**src/common/tcs_cfg.svh**
```systemverilog
`ifndef TCS_CFG_SVH
`define TCS_CFG_SVH

// register byte addresses
`define TCS_OFF_MODE     8'h04
`define TCS_OFF_CMP_A    8'h14
`define TCS_OFF_CMP_B    8'h18
`define TCS_OFF_CMP_C    8'h1C
`define TCS_OFF_STATUS   8'h20
`define TCS_OFF_IRQ_SET  8'h24
`define TCS_OFF_IRQ_CLR  8'h28
`define TCS_OFF_IRQ_MASK 8'h2C

// field positions
`define TCS_WAVE_BIT     15
`define TCS_CLK_ON_BIT   16
`define TCS_MIRROR_A_BIT 17
`define TCS_MIRROR_B_BIT 18

// event bits that may be set in each configuration
`define TCS_CAPTURE_EVENTS 8'hF3
`define TCS_WAVE_EVENTS    8'h9D

// reset values
`define TCS_RST_MODE     32'h0000_0000
`define TCS_RST_CMP      16'h0000
`define TCS_RST_STATUS   8'h00
`define TCS_RST_MASK     8'h00
`define TCS_RST_RDATA    32'h0000_0000

`endif

```
**src/common/tcs_pkg.sv**
```systemverilog
`default_nettype none

package tcs_pkg;

   // one word of the register port
   typedef struct packed {
      logic        wr;
      logic        rd;
      logic [7:0]  addr;
      logic [31:0] wdata;
   } tcs_bus_s;

   // event and level inputs from the counter, capture and waveform engines
   typedef struct packed {
      logic        overflow;
      logic        match_a;
      logic        match_b;
      logic        match_c;
      logic        load_a;
      logic        load_b;
      logic        ext_trigger;
      logic        counter_clock_on;
      logic        timer_line_a_pin;
      logic        timer_line_b_pin;
      logic        timer_line_a_drv;
      logic        timer_line_b_drv;
      logic [15:0] capture_value;
   } tcs_eng_s;

   // event flag layout shared by status, enable, disable and mask
   typedef struct packed {
      logic ext_trigger_flag;
      logic load_b_flag;
      logic load_a_flag;
      logic match_c_flag;
      logic match_b_flag;
      logic match_a_flag;
      logic load_overrun_flag;
      logic overflow_flag;
   } tcs_evt_s;

endpackage

`default_nettype wire

```
**src/hw/tcs_channel.sv**
```systemverilog
`include "tcs_cfg.svh"
`default_nettype none

// Behaviour
// - A/B writes only taken in waveform configuration
// - A/B/C are 16-bit, upper bits read zero
// - bit 0 set on overflow, read clears
// - bit 1 flags unread reload, capture only
// - bits 2/3 match A/B, waveform only
// - bit 4 set on match with C
// - bits 5/6 loads A/B, capture only
// - bit 7 set on external trigger
// - bit 16 shows counter clock enabled now
// - bit 17 mirrors line A pin or drive
// - bit 18 mirrors line B pin or drive
// - enable register sets mask bits on ones
// - disable register clears mask bits on ones
// - mask register reads enabled sources
// - waveform-select: zero capture, one waveform
module tcs_channel
   import tcs_pkg::*;
(
   input  wire logic        i_clk,
   input  wire logic        i_srst,
   input  wire tcs_bus_s    i_bus,
   output logic [31:0]      o_rdata,
   input  wire tcs_eng_s    i_eng,
   output logic [31:0]      o_mode,
   output logic             o_wave,
   output logic [15:0]      o_compare_a,
   output logic [15:0]      o_compare_b,
   output logic [15:0]      o_compare_c,
   output logic             o_irq
);

   logic [31:0] mode_ff;
   logic [15:0] cmp_a_ff;
   logic [15:0] cmp_b_ff;
   logic [15:0] cmp_c_ff;
   logic        unread_a_ff;
   logic        unread_b_ff;
   tcs_evt_s    status_ff;
   tcs_evt_s    mask_ff;
   logic        irq_ff;
   logic [31:0] rdata_ff;

   tcs_evt_s    nxt_status;
   tcs_evt_s    nxt_mask;
   tcs_evt_s    evt_set;
   logic [31:0] nxt_rdata;

   logic        wave;
   logic        wr_mode;
   logic        wr_a;
   logic        wr_b;
   logic        wr_c;
   logic        wr_ien;
   logic        wr_idis;
   logic        rd_a;
   logic        rd_b;
   logic        rd_status;
   logic        ld_a;
   logic        ld_b;
   logic        overrun_a;
   logic        overrun_b;
   logic        mirror_a;
   logic        mirror_b;
   logic [7:0]  keep_valid;
   logic [31:0] status_word;

   // ---------------------------------------------------------------
   // address decode
   // ---------------------------------------------------------------
   assign wr_mode   = i_bus.wr && (i_bus.addr == `TCS_OFF_MODE);
   assign wr_a      = i_bus.wr && (i_bus.addr == `TCS_OFF_CMP_A);
   assign wr_b      = i_bus.wr && (i_bus.addr == `TCS_OFF_CMP_B);
   assign wr_c      = i_bus.wr && (i_bus.addr == `TCS_OFF_CMP_C);
   assign wr_ien    = i_bus.wr && (i_bus.addr == `TCS_OFF_IRQ_SET);
   assign wr_idis   = i_bus.wr && (i_bus.addr == `TCS_OFF_IRQ_CLR);
   assign rd_a      = i_bus.rd && (i_bus.addr == `TCS_OFF_CMP_A);
   assign rd_b      = i_bus.rd && (i_bus.addr == `TCS_OFF_CMP_B);
   assign rd_status = i_bus.rd && (i_bus.addr == `TCS_OFF_STATUS);

   // ---------------------------------------------------------------
   // channel mode word; only the waveform-select bit is used here,
   // the rest is handed to the engines unchanged
   // ---------------------------------------------------------------
   always_ff @(posedge i_clk) begin
      if (i_srst) begin
         mode_ff <= `TCS_RST_MODE;
      end else if (wr_mode) begin
         mode_ff <= i_bus.wdata;
      end
   end

   assign wave = mode_ff[`TCS_WAVE_BIT];

   // capture loads only exist in capture configuration
   assign ld_a = !wave && i_eng.load_a;
   assign ld_b = !wave && i_eng.load_b;

   // ---------------------------------------------------------------
   // compare/capture value registers
   // ---------------------------------------------------------------
   always_ff @(posedge i_clk) begin
      if (i_srst) begin
         cmp_a_ff <= `TCS_RST_CMP;
      end else if (ld_a) begin
         cmp_a_ff <= i_eng.capture_value;
      end else if (wave && wr_a) begin
         cmp_a_ff <= i_bus.wdata[15:0];
      end
   end

   always_ff @(posedge i_clk) begin
      if (i_srst) begin
         cmp_b_ff <= `TCS_RST_CMP;
      end else if (ld_b) begin
         cmp_b_ff <= i_eng.capture_value;
      end else if (wave && wr_b) begin
         cmp_b_ff <= i_bus.wdata[15:0];
      end
   end

   // register C takes writes in both configurations
   always_ff @(posedge i_clk) begin
      if (i_srst) begin
         cmp_c_ff <= `TCS_RST_CMP;
      end else if (wr_c) begin
         cmp_c_ff <= i_bus.wdata[15:0];
      end
   end

   // ---------------------------------------------------------------
   // unread tracking for load overrun; a read in the same cycle as a
   // load returns the old value, so it consumes the previous load
   // ---------------------------------------------------------------
   always_ff @(posedge i_clk) begin
      if (i_srst) begin
         unread_a_ff <= 1'b0;
      end else if (ld_a) begin
         unread_a_ff <= 1'b1;
      end else if (rd_a || wave) begin
         unread_a_ff <= 1'b0;
      end
   end

   always_ff @(posedge i_clk) begin
      if (i_srst) begin
         unread_b_ff <= 1'b0;
      end else if (ld_b) begin
         unread_b_ff <= 1'b1;
      end else if (rd_b || wave) begin
         unread_b_ff <= 1'b0;
      end
   end

   assign overrun_a = ld_a && unread_a_ff && !rd_a;
   assign overrun_b = ld_b && unread_b_ff && !rd_b;

   // ---------------------------------------------------------------
   // event sources
   // ---------------------------------------------------------------
   always_comb begin
      evt_set                   = '0;
      evt_set.overflow_flag     = i_eng.overflow;
      evt_set.load_overrun_flag = overrun_a || overrun_b;
      evt_set.match_a_flag      = wave && i_eng.match_a;
      evt_set.match_b_flag      = wave && i_eng.match_b;
      evt_set.match_c_flag      = i_eng.match_c;
      evt_set.load_a_flag       = ld_a;
      evt_set.load_b_flag       = ld_b;
      evt_set.ext_trigger_flag  = i_eng.ext_trigger;
   end

   // a mode change wipes flags that cannot exist in the new mode
   assign keep_valid = wave ? `TCS_WAVE_EVENTS : `TCS_CAPTURE_EVENTS;

   // a status read clears, but an event in the same cycle survives
   always_comb begin
      nxt_status = tcs_evt_s'(evt_set | (rd_status ? `TCS_RST_STATUS : status_ff));
      nxt_status = tcs_evt_s'(nxt_status & keep_valid);
   end

   always_ff @(posedge i_clk) begin
      if (i_srst) begin
         status_ff <= tcs_evt_s'(`TCS_RST_STATUS);
      end else begin
         status_ff <= nxt_status;
      end
   end

   // ---------------------------------------------------------------
   // interrupt mask: enable sets, disable clears, zeros ignored
   // ---------------------------------------------------------------
   always_comb begin
      nxt_mask = mask_ff;
      if (wr_ien) begin
         nxt_mask = tcs_evt_s'(mask_ff | i_bus.wdata[7:0]);
      end
      if (wr_idis) begin
         nxt_mask = tcs_evt_s'(mask_ff & ~i_bus.wdata[7:0]);
      end
   end

   always_ff @(posedge i_clk) begin
      if (i_srst) begin
         mask_ff <= tcs_evt_s'(`TCS_RST_MASK);
      end else begin
         mask_ff <= nxt_mask;
      end
   end

   // registered so the line never glitches on decode
   always_ff @(posedge i_clk) begin
      if (i_srst) begin
         irq_ff <= 1'b0;
      end else begin
         irq_ff <= |(nxt_status & nxt_mask);
      end
   end

   // ---------------------------------------------------------------
   // read path
   // ---------------------------------------------------------------
   assign mirror_a = wave ? i_eng.timer_line_a_drv : i_eng.timer_line_a_pin;
   assign mirror_b = wave ? i_eng.timer_line_b_drv : i_eng.timer_line_b_pin;

   always_comb begin
      status_word                    = '0;
      status_word[7:0]               = status_ff;
      status_word[`TCS_CLK_ON_BIT]   = i_eng.counter_clock_on;
      status_word[`TCS_MIRROR_A_BIT] = mirror_a;
      status_word[`TCS_MIRROR_B_BIT] = mirror_b;
   end

   // write-only and unmapped addresses read as zero
   always_comb begin
      nxt_rdata = `TCS_RST_RDATA;
      if (i_bus.rd) begin
         unique case (i_bus.addr)
            `TCS_OFF_MODE:     nxt_rdata = mode_ff;
            `TCS_OFF_CMP_A:    nxt_rdata = {16'h0000, cmp_a_ff};
            `TCS_OFF_CMP_B:    nxt_rdata = {16'h0000, cmp_b_ff};
            `TCS_OFF_CMP_C:    nxt_rdata = {16'h0000, cmp_c_ff};
            `TCS_OFF_STATUS:   nxt_rdata = status_word;
            `TCS_OFF_IRQ_MASK: nxt_rdata = {24'h00_0000, mask_ff};
            default:           nxt_rdata = `TCS_RST_RDATA;
         endcase
      end
   end

   // data valid only in the cycle after the read strobe
   always_ff @(posedge i_clk) begin
      if (i_srst) begin
         rdata_ff <= `TCS_RST_RDATA;
      end else begin
         rdata_ff <= nxt_rdata;
      end
   end

   assign o_rdata     = rdata_ff;
   assign o_mode      = mode_ff;
   assign o_wave      = wave;
   assign o_compare_a = cmp_a_ff;
   assign o_compare_b = cmp_b_ff;
   assign o_compare_c = cmp_c_ff;
   assign o_irq       = irq_ff;
endmodule // tcs_channel

`default_nettype wire

```
**config.mk**
```make
export PLATFORM = sky130hd
export DESIGN_NAME = tcs_channel
export DESIGN_NICKNAME = d
export VERILOG_FILES = /design/src/common/tcs_pkg.sv /design/src/hw/tcs_channel.sv
export VERILOG_INCLUDE_DIRS = /design/src /design/src/common
export SDC_FILE = /design/constraint.sdc
export NUM_CORES = 1
export LEC_CHECK = 0
export BUFFER_PORTS_ARGS = -buffer_cell sky130_fd_sc_hd__buf_2
export CAP_MARGIN = 30
export CORE_MARGIN = 5
export CORE_UTILIZATION = 50
export CTS_CLUSTER_SIZE = 25
export DETAILED_ROUTE_END_ITERATION = 10
export PLACE_DENSITY = 0.8
export SETUP_SLACK_MARGIN = 0.15
export SLEW_MARGIN = 20
export SYNTH_ARGS = -nofsm -noshare
export SYNTH_HDL_FRONTEND = slang
export SYNTH_SLANG_ARGS = --single-unit
```
**constraint.sdc**
```tcl
create_clock -name i_clk -period 1.9 [get_ports i_clk]
set_input_delay 0.095 -clock i_clk [delete_from_list [all_inputs] [get_ports i_clk]]
set_output_delay 0.095 -clock i_clk [all_outputs]
set_load 0.01 [all_outputs]
```
Yosys cells after proc, flatten, opt, wreduce, memory -nomap -nowiden
Index checks and enable logic that the tools add are counted.

operators by class
  eq/ne operators = 8
  muxes and demuxes = 15
  bitwise gates (word level) = 7
  reduce and logical (&&, ||, !) cells = 31

operator list
  kind                                                             count
  32-bit case mux with 6 select lines                              1
  16-bit two-way mux                                               4
  8-bit by 6-bit == test with 1-bit output, second input constant  4
  8-bit bitwise AND                                                3
  8-bit by 5-bit == test with 1-bit output, second input constant  3
  8-bit two-way mux                                                3
  1-bit logical AND                                                19
  8-bit bitwise OR                                                 2
  8-bit by 3-bit == test with 1-bit output, second input constant  1
  8-bit NOT                                                        1
  2-bit nonzero test                                               4
  8-bit OR reduction                                               1
  7-bit two-way mux                                                1
  1-bit two-way mux                                                6
  1-bit logical NOT                                                3
  1-bit logical OR                                                 3
  2-bit OR reduction                                               1
  1-bit NOT                                                        1

word-level totals
  flip-flop bits (word level) = 131
  bits of input ports = 72
  output and inout bits = 114
  word-level logic and storage cells = 85

Depth between registers and ports, before layout
  depth in word-level cells = 9
  mapped depth = 7
  depth with buffers taken out = 6

Worst setup path after synthesis
Ideal clock, no wire load.

  path kind = input to register
  start = input port i_bus[36] (netlist name)
  end = register irq_ff (netlist: o_irq)
  setup time = 0.130 ns
  arrival time = 1.389 ns
  required time = 1.770 ns
  setup slack = 0.381 ns
  stages on the path = 7
  path buffers = 1
  cell sequence = nor4b_4 -> and4_2 -> buf_4 -> a21o_1 -> o32ai_1 -> a211oi_1 -> o211ai_2

between the ends
  cells in the longest elaborated chain, start to end = 9
  elaborated cells on any way between the ends = 22
  those cells by class = eq/ne (5); mux (3); bitwise (3); reduce/logical (11)

ends and longest elaborated chain
  what                                         RTL line                                source
  start: declaration                           tcs_channel.sv:25                       input wire tcs_bus_s i_bus,
  8-bit by 5-bit == test with 1-bit output     --
  1-bit logical AND, on equally long branches  tcs_channel.sv:80, tcs_channel.sv:81
  1-bit logical NOT, on equally long branches  tcs_channel.sv:158, tcs_channel.sv:159
  1-bit logical AND, on equally long branches  tcs_channel.sv:158, tcs_channel.sv:159
  1-bit logical OR                             tcs_channel.sv:167                      evt_set.load_overrun_flag = overrun_a || overrun_b;
  8-bit bitwise OR                             tcs_channel.sv:181                      nxt_status = tcs_evt_s'(evt_set | (rd_status ? `TCS_RST_STATUS : status_ff));
  8-bit bitwise AND                            tcs_channel.sv:182                      nxt_status = tcs_evt_s'(nxt_status & keep_valid);
  8-bit bitwise AND (*)                        tcs_channel.sv:219                      irq_ff <= |(nxt_status & nxt_mask);
  8-bit OR reduction (*)                       tcs_channel.sv:219
  end signal: assignment                       tcs_channel.sv:219
  end: declaration                             tcs_channel.sv:44                       logic irq_ff;

Every way passes the cells marked *; elsewhere a longest branch is shown, timed or not.
A chain may end at the register's enable or synchronous reset.

Worst setup path after layout
  start = register mode_ff[15] (netlist: o_mode[15])
  end = register irq_ff (netlist: o_irq)

between the ends
  cells in the longest elaborated chain, start to end = 9
  elaborated cells on any way between the ends = 15
  those cells by class = mux (1); bitwise (3); reduce/logical (11)

ends and longest elaborated chain
  what                                                      RTL line                                source
  start: declaration                                        tcs_channel.sv:36                       logic [31:0] mode_ff;
  start signal: assignment                                  tcs_channel.sv:90                       mode_ff <= `TCS_RST_MODE;
  start signal: assignment                                  tcs_channel.sv:92                       mode_ff <= i_bus.wdata;
  1-bit logical NOT                                         tcs_channel.sv:99, tcs_channel.sv:100
  1-bit logical AND, on equally long branches               tcs_channel.sv:99, tcs_channel.sv:100
  1-bit logical AND, on equally long branches (2 in a row)  tcs_channel.sv:158, tcs_channel.sv:159
  1-bit logical OR                                          tcs_channel.sv:167
  8-bit bitwise OR                                          tcs_channel.sv:181
  8-bit bitwise AND (*)                                     tcs_channel.sv:182
  8-bit bitwise AND (*)                                     tcs_channel.sv:219
  8-bit OR reduction (*)                                    tcs_channel.sv:219

Marks and branches as above.

==> results.json <==
{
  "run_status": "completed",
  "antenna_found_initial": 0,
  "die_w_um": 113,
  "period_share": 0.815,
  "synth_adder_area_share": 0,
  "filler_cell_count": 732,
  "setup_viol": 0,
  "synthesis.nets": 644,
  "p_leak_nw": 3.38,
  "fin_nets": 889,
  "synthDistinctLibCells": 40,
  "area_growth_pct": 42.8,
  "drtPass1Iterations": 5,
  "clk-insertion-delay-late_ns": 0.52,
  "whs_ns": 0.0260,
  "fp.coreArea_sq_mm": 0.0104,
  "grt-ovfl-total": 0,
  "rows": 37,
  "p_per_area_mw_per_mm2": 844,
  "wl_per_cell_um": 18.9,
  "synth-compound-area-share": 0.178,
  "final_cell_mix": "buf_2 (185), dfxtp_1 (130), nor2_1 (76), nand2_1 (68), dlygate4sd3_1 (63)",
  "irDropWorstVdd_uv": 503,
  "syn-cell-area_sq_mm": 0.00533,
  "drive_gt1_frac": 0.317,
  "max_freq_mhz": 646,
  "cts_root_buf": "clkbuf_8",
  "tightest_slew_ns": 0.423,
  "hold_path_class": "in2reg",
  "gp_congestion": 0.910,
  "cts_sinks": 131,
  "finalSetupTns_ns": 0,
  "ant_nets": 0,
  "worstPathRequired_ns": 2.29,
  "crit_arrival_ns": 1.94,
  "synth_simple_gate_area_frac": 0.159,
  "synth_top_family_by_area": "compound AO/OA/AOI/OAI gates",
  "seq_area_frac_synth": 0.492,
  "synthCells": 572,
  "synth-seq-cells": 131,
  "synthArstFlopShare": 0,
  "grt_max_degree": 55,
  "synth_edf_count": 0,
  "io_pins": 186,
  "layout_commonest_cell": "buf_2",
  "start_util": 0.514,
  "cts-buffers-inserted": 17,
  "yosys_warnings": 0,
  "via_per_inst": 5.58,
  "start_kind": "flip-flop",
  "finClkSkew_ns": 0.00539,
  "syn_avg_cell_area_sq_um": 9.32,
  "synth-xor-area-share": 0,
  "tritoncts": "done",
  "clk_path_buf_depth": 2,
  "finalMaxSlewViolations": 0,
  "grt_pass1_wl_um": 28300,
  "drt_wl_total_um": 18200,
  "cp-end-kind": "flip-flop",
  "ys.flop_type": "dfxtp_1",
  "rrSetupSlack_ns": 0.35,
  "rsz0062_at_grt": "no",
  "path_clk_slew_ns": 0.06,
  "io_buffers": 185,
  "die_h_um": 113,
  "diodes": 0,
  "globalRouteTotalUtil": 0.279,
  "crit_type": "reg2reg",
  "grt_pass1_vias": 5461,
  "maxCapViolations": 0,
  "post_cts_buffers": 0,
  "hold_viol_final": 0,
  "cp_max_fo": 9,
  "initialDrtViolationCount": 572,
  "slew_headroom": 0.715,
  "drc": 0,
  "fin_crit_ns": 1.55,
  "die_area_sq_mm": 0.0128,
  "hpwl_um": 12300,
  "htree_levels": 4,
  "synth.area.mux_share": 0.126,
  "route.vias.total": 5389
}
## registers in the layout, summed over array words and instances, names as in the netlist
| signal | count |
|---|---|
| o_mode | 32 |
| o_rdata | 32 |
| o_compare_a | 16 |
| o_compare_b | 16 |
| o_compare_c | 16 |
| mask_ff | 8 |
| status_ff | 8 |
| o_irq | 1 |
| unread_a_ff | 1 |
| unread_b_ff | 1 |
## worst max-delay path: stages, from the launching register on
cell,delay (ns)
dfxtp_2,0.38
buf_4,0.18
and2_1,0.15
a31oi_1,0.20
o32ai_1,0.11
a211oi_1,0.30
o211ai_2,0.10
## stage by stage
step / instances / utilization / setup WS (ns) / power (W) / area [sq um]
2_1_floorplan: 572 / - / 0.381 / 0.00316 / 5330
6_report: 966 / 0.734 / 0.351 / 0.00643 / 7610
4_1_cts: 966 / 0.734 / 0.291 / 0.00645 / 7610
5_1_grt: 966 / 0.734 / 0.255 / 0.00663 / 7610
3_5_place_dp: 871 / 0.622 / 0.0838 / 0.00341 / 6450
3_3_place_gp: 871 / 0.622 / 0.118 / 0.00340 / 6450
## worst paths after layout
kind,cells after the start,to,startpoint
worst max-delay path,6,o_irq,o_mode[15]
worst min-delay path,4,unread_a_ff,i_bus[40]
worst max register to register,6,o_irq,o_mode[15]
worst min register to register,2,o_mode[8],o_mode[8]
## per-layer routing
metal / share of wire / vias to the layer above / track usage
li1: - / 2532 / -
met1: 0.41 / 2504 / 0.349
met2: 0.47 / 301 / 0.451
met3: 0.087 / 52 / 0.0684
met4: 0.035 / 0 / 0.131
met5: 0 / - / 0
## Yosys cell counts, types with 3 or more instances
library cell	instances	share of area
a211oi_1	37	0.052
nor2b_1	4	0.0047
buf_4	5	0.0070
mux2i_1	56	0.11
nor3_1	5	0.0047
a31oi_1	3	0.0035
dfxtp_1	131	0.49
clkbuf_1	26	0.018
a21o_1	5	0.0070
nand3_1	3	0.0028
a21oi_1	61	0.057
and3_1	3	0.0035
nand2_1	68	0.048
and2_1	17	0.020
mux2_2	10	0.021
a222oi_1	16	0.030
inv_1	4	0.0028
a22oi_1	3	0.0042
nor2_1	76	0.053
buf_2	13	0.012
## logic make-up after synthesis
kind of cell / after synthesis
compound gates: 138
buf+inv: 51
flops: 131
simple gates: 186
mux: 66
## repair_timing
item | CTS | global route
setup endpoints to repair | 0 | 1
hold buffers | 63 | 0
resized for setup | 0 | 1
endpoints found under the hold margin | 100 | 0
## final cells by class
class                   instances  area, sq um  area share
flip-flops and latches        131         2620       0.345
repair buffers                273         1790       0.236
well taps                     136          170      0.0223
inverters                       4         15.0     0.00197
clock inverters                10         83.8      0.0110
clock buffers                  22          453      0.0595
multi-input cells             390         2470       0.325
## power by group
part / internal, W / total, W / switching [W] / leakage, nW
registers: 0.00281 / 0.00287 / 0.0000561 / 1.07
logic: 0.000293 / 0.000600 / 0.000306 / 2.05
clock network: 0.00179 / 0.00296 / 0.00117 / 0.264
total: 0.00490 / 0.00643 / 0.00153 / 3.38
Power figures use the tool's default switching activity.
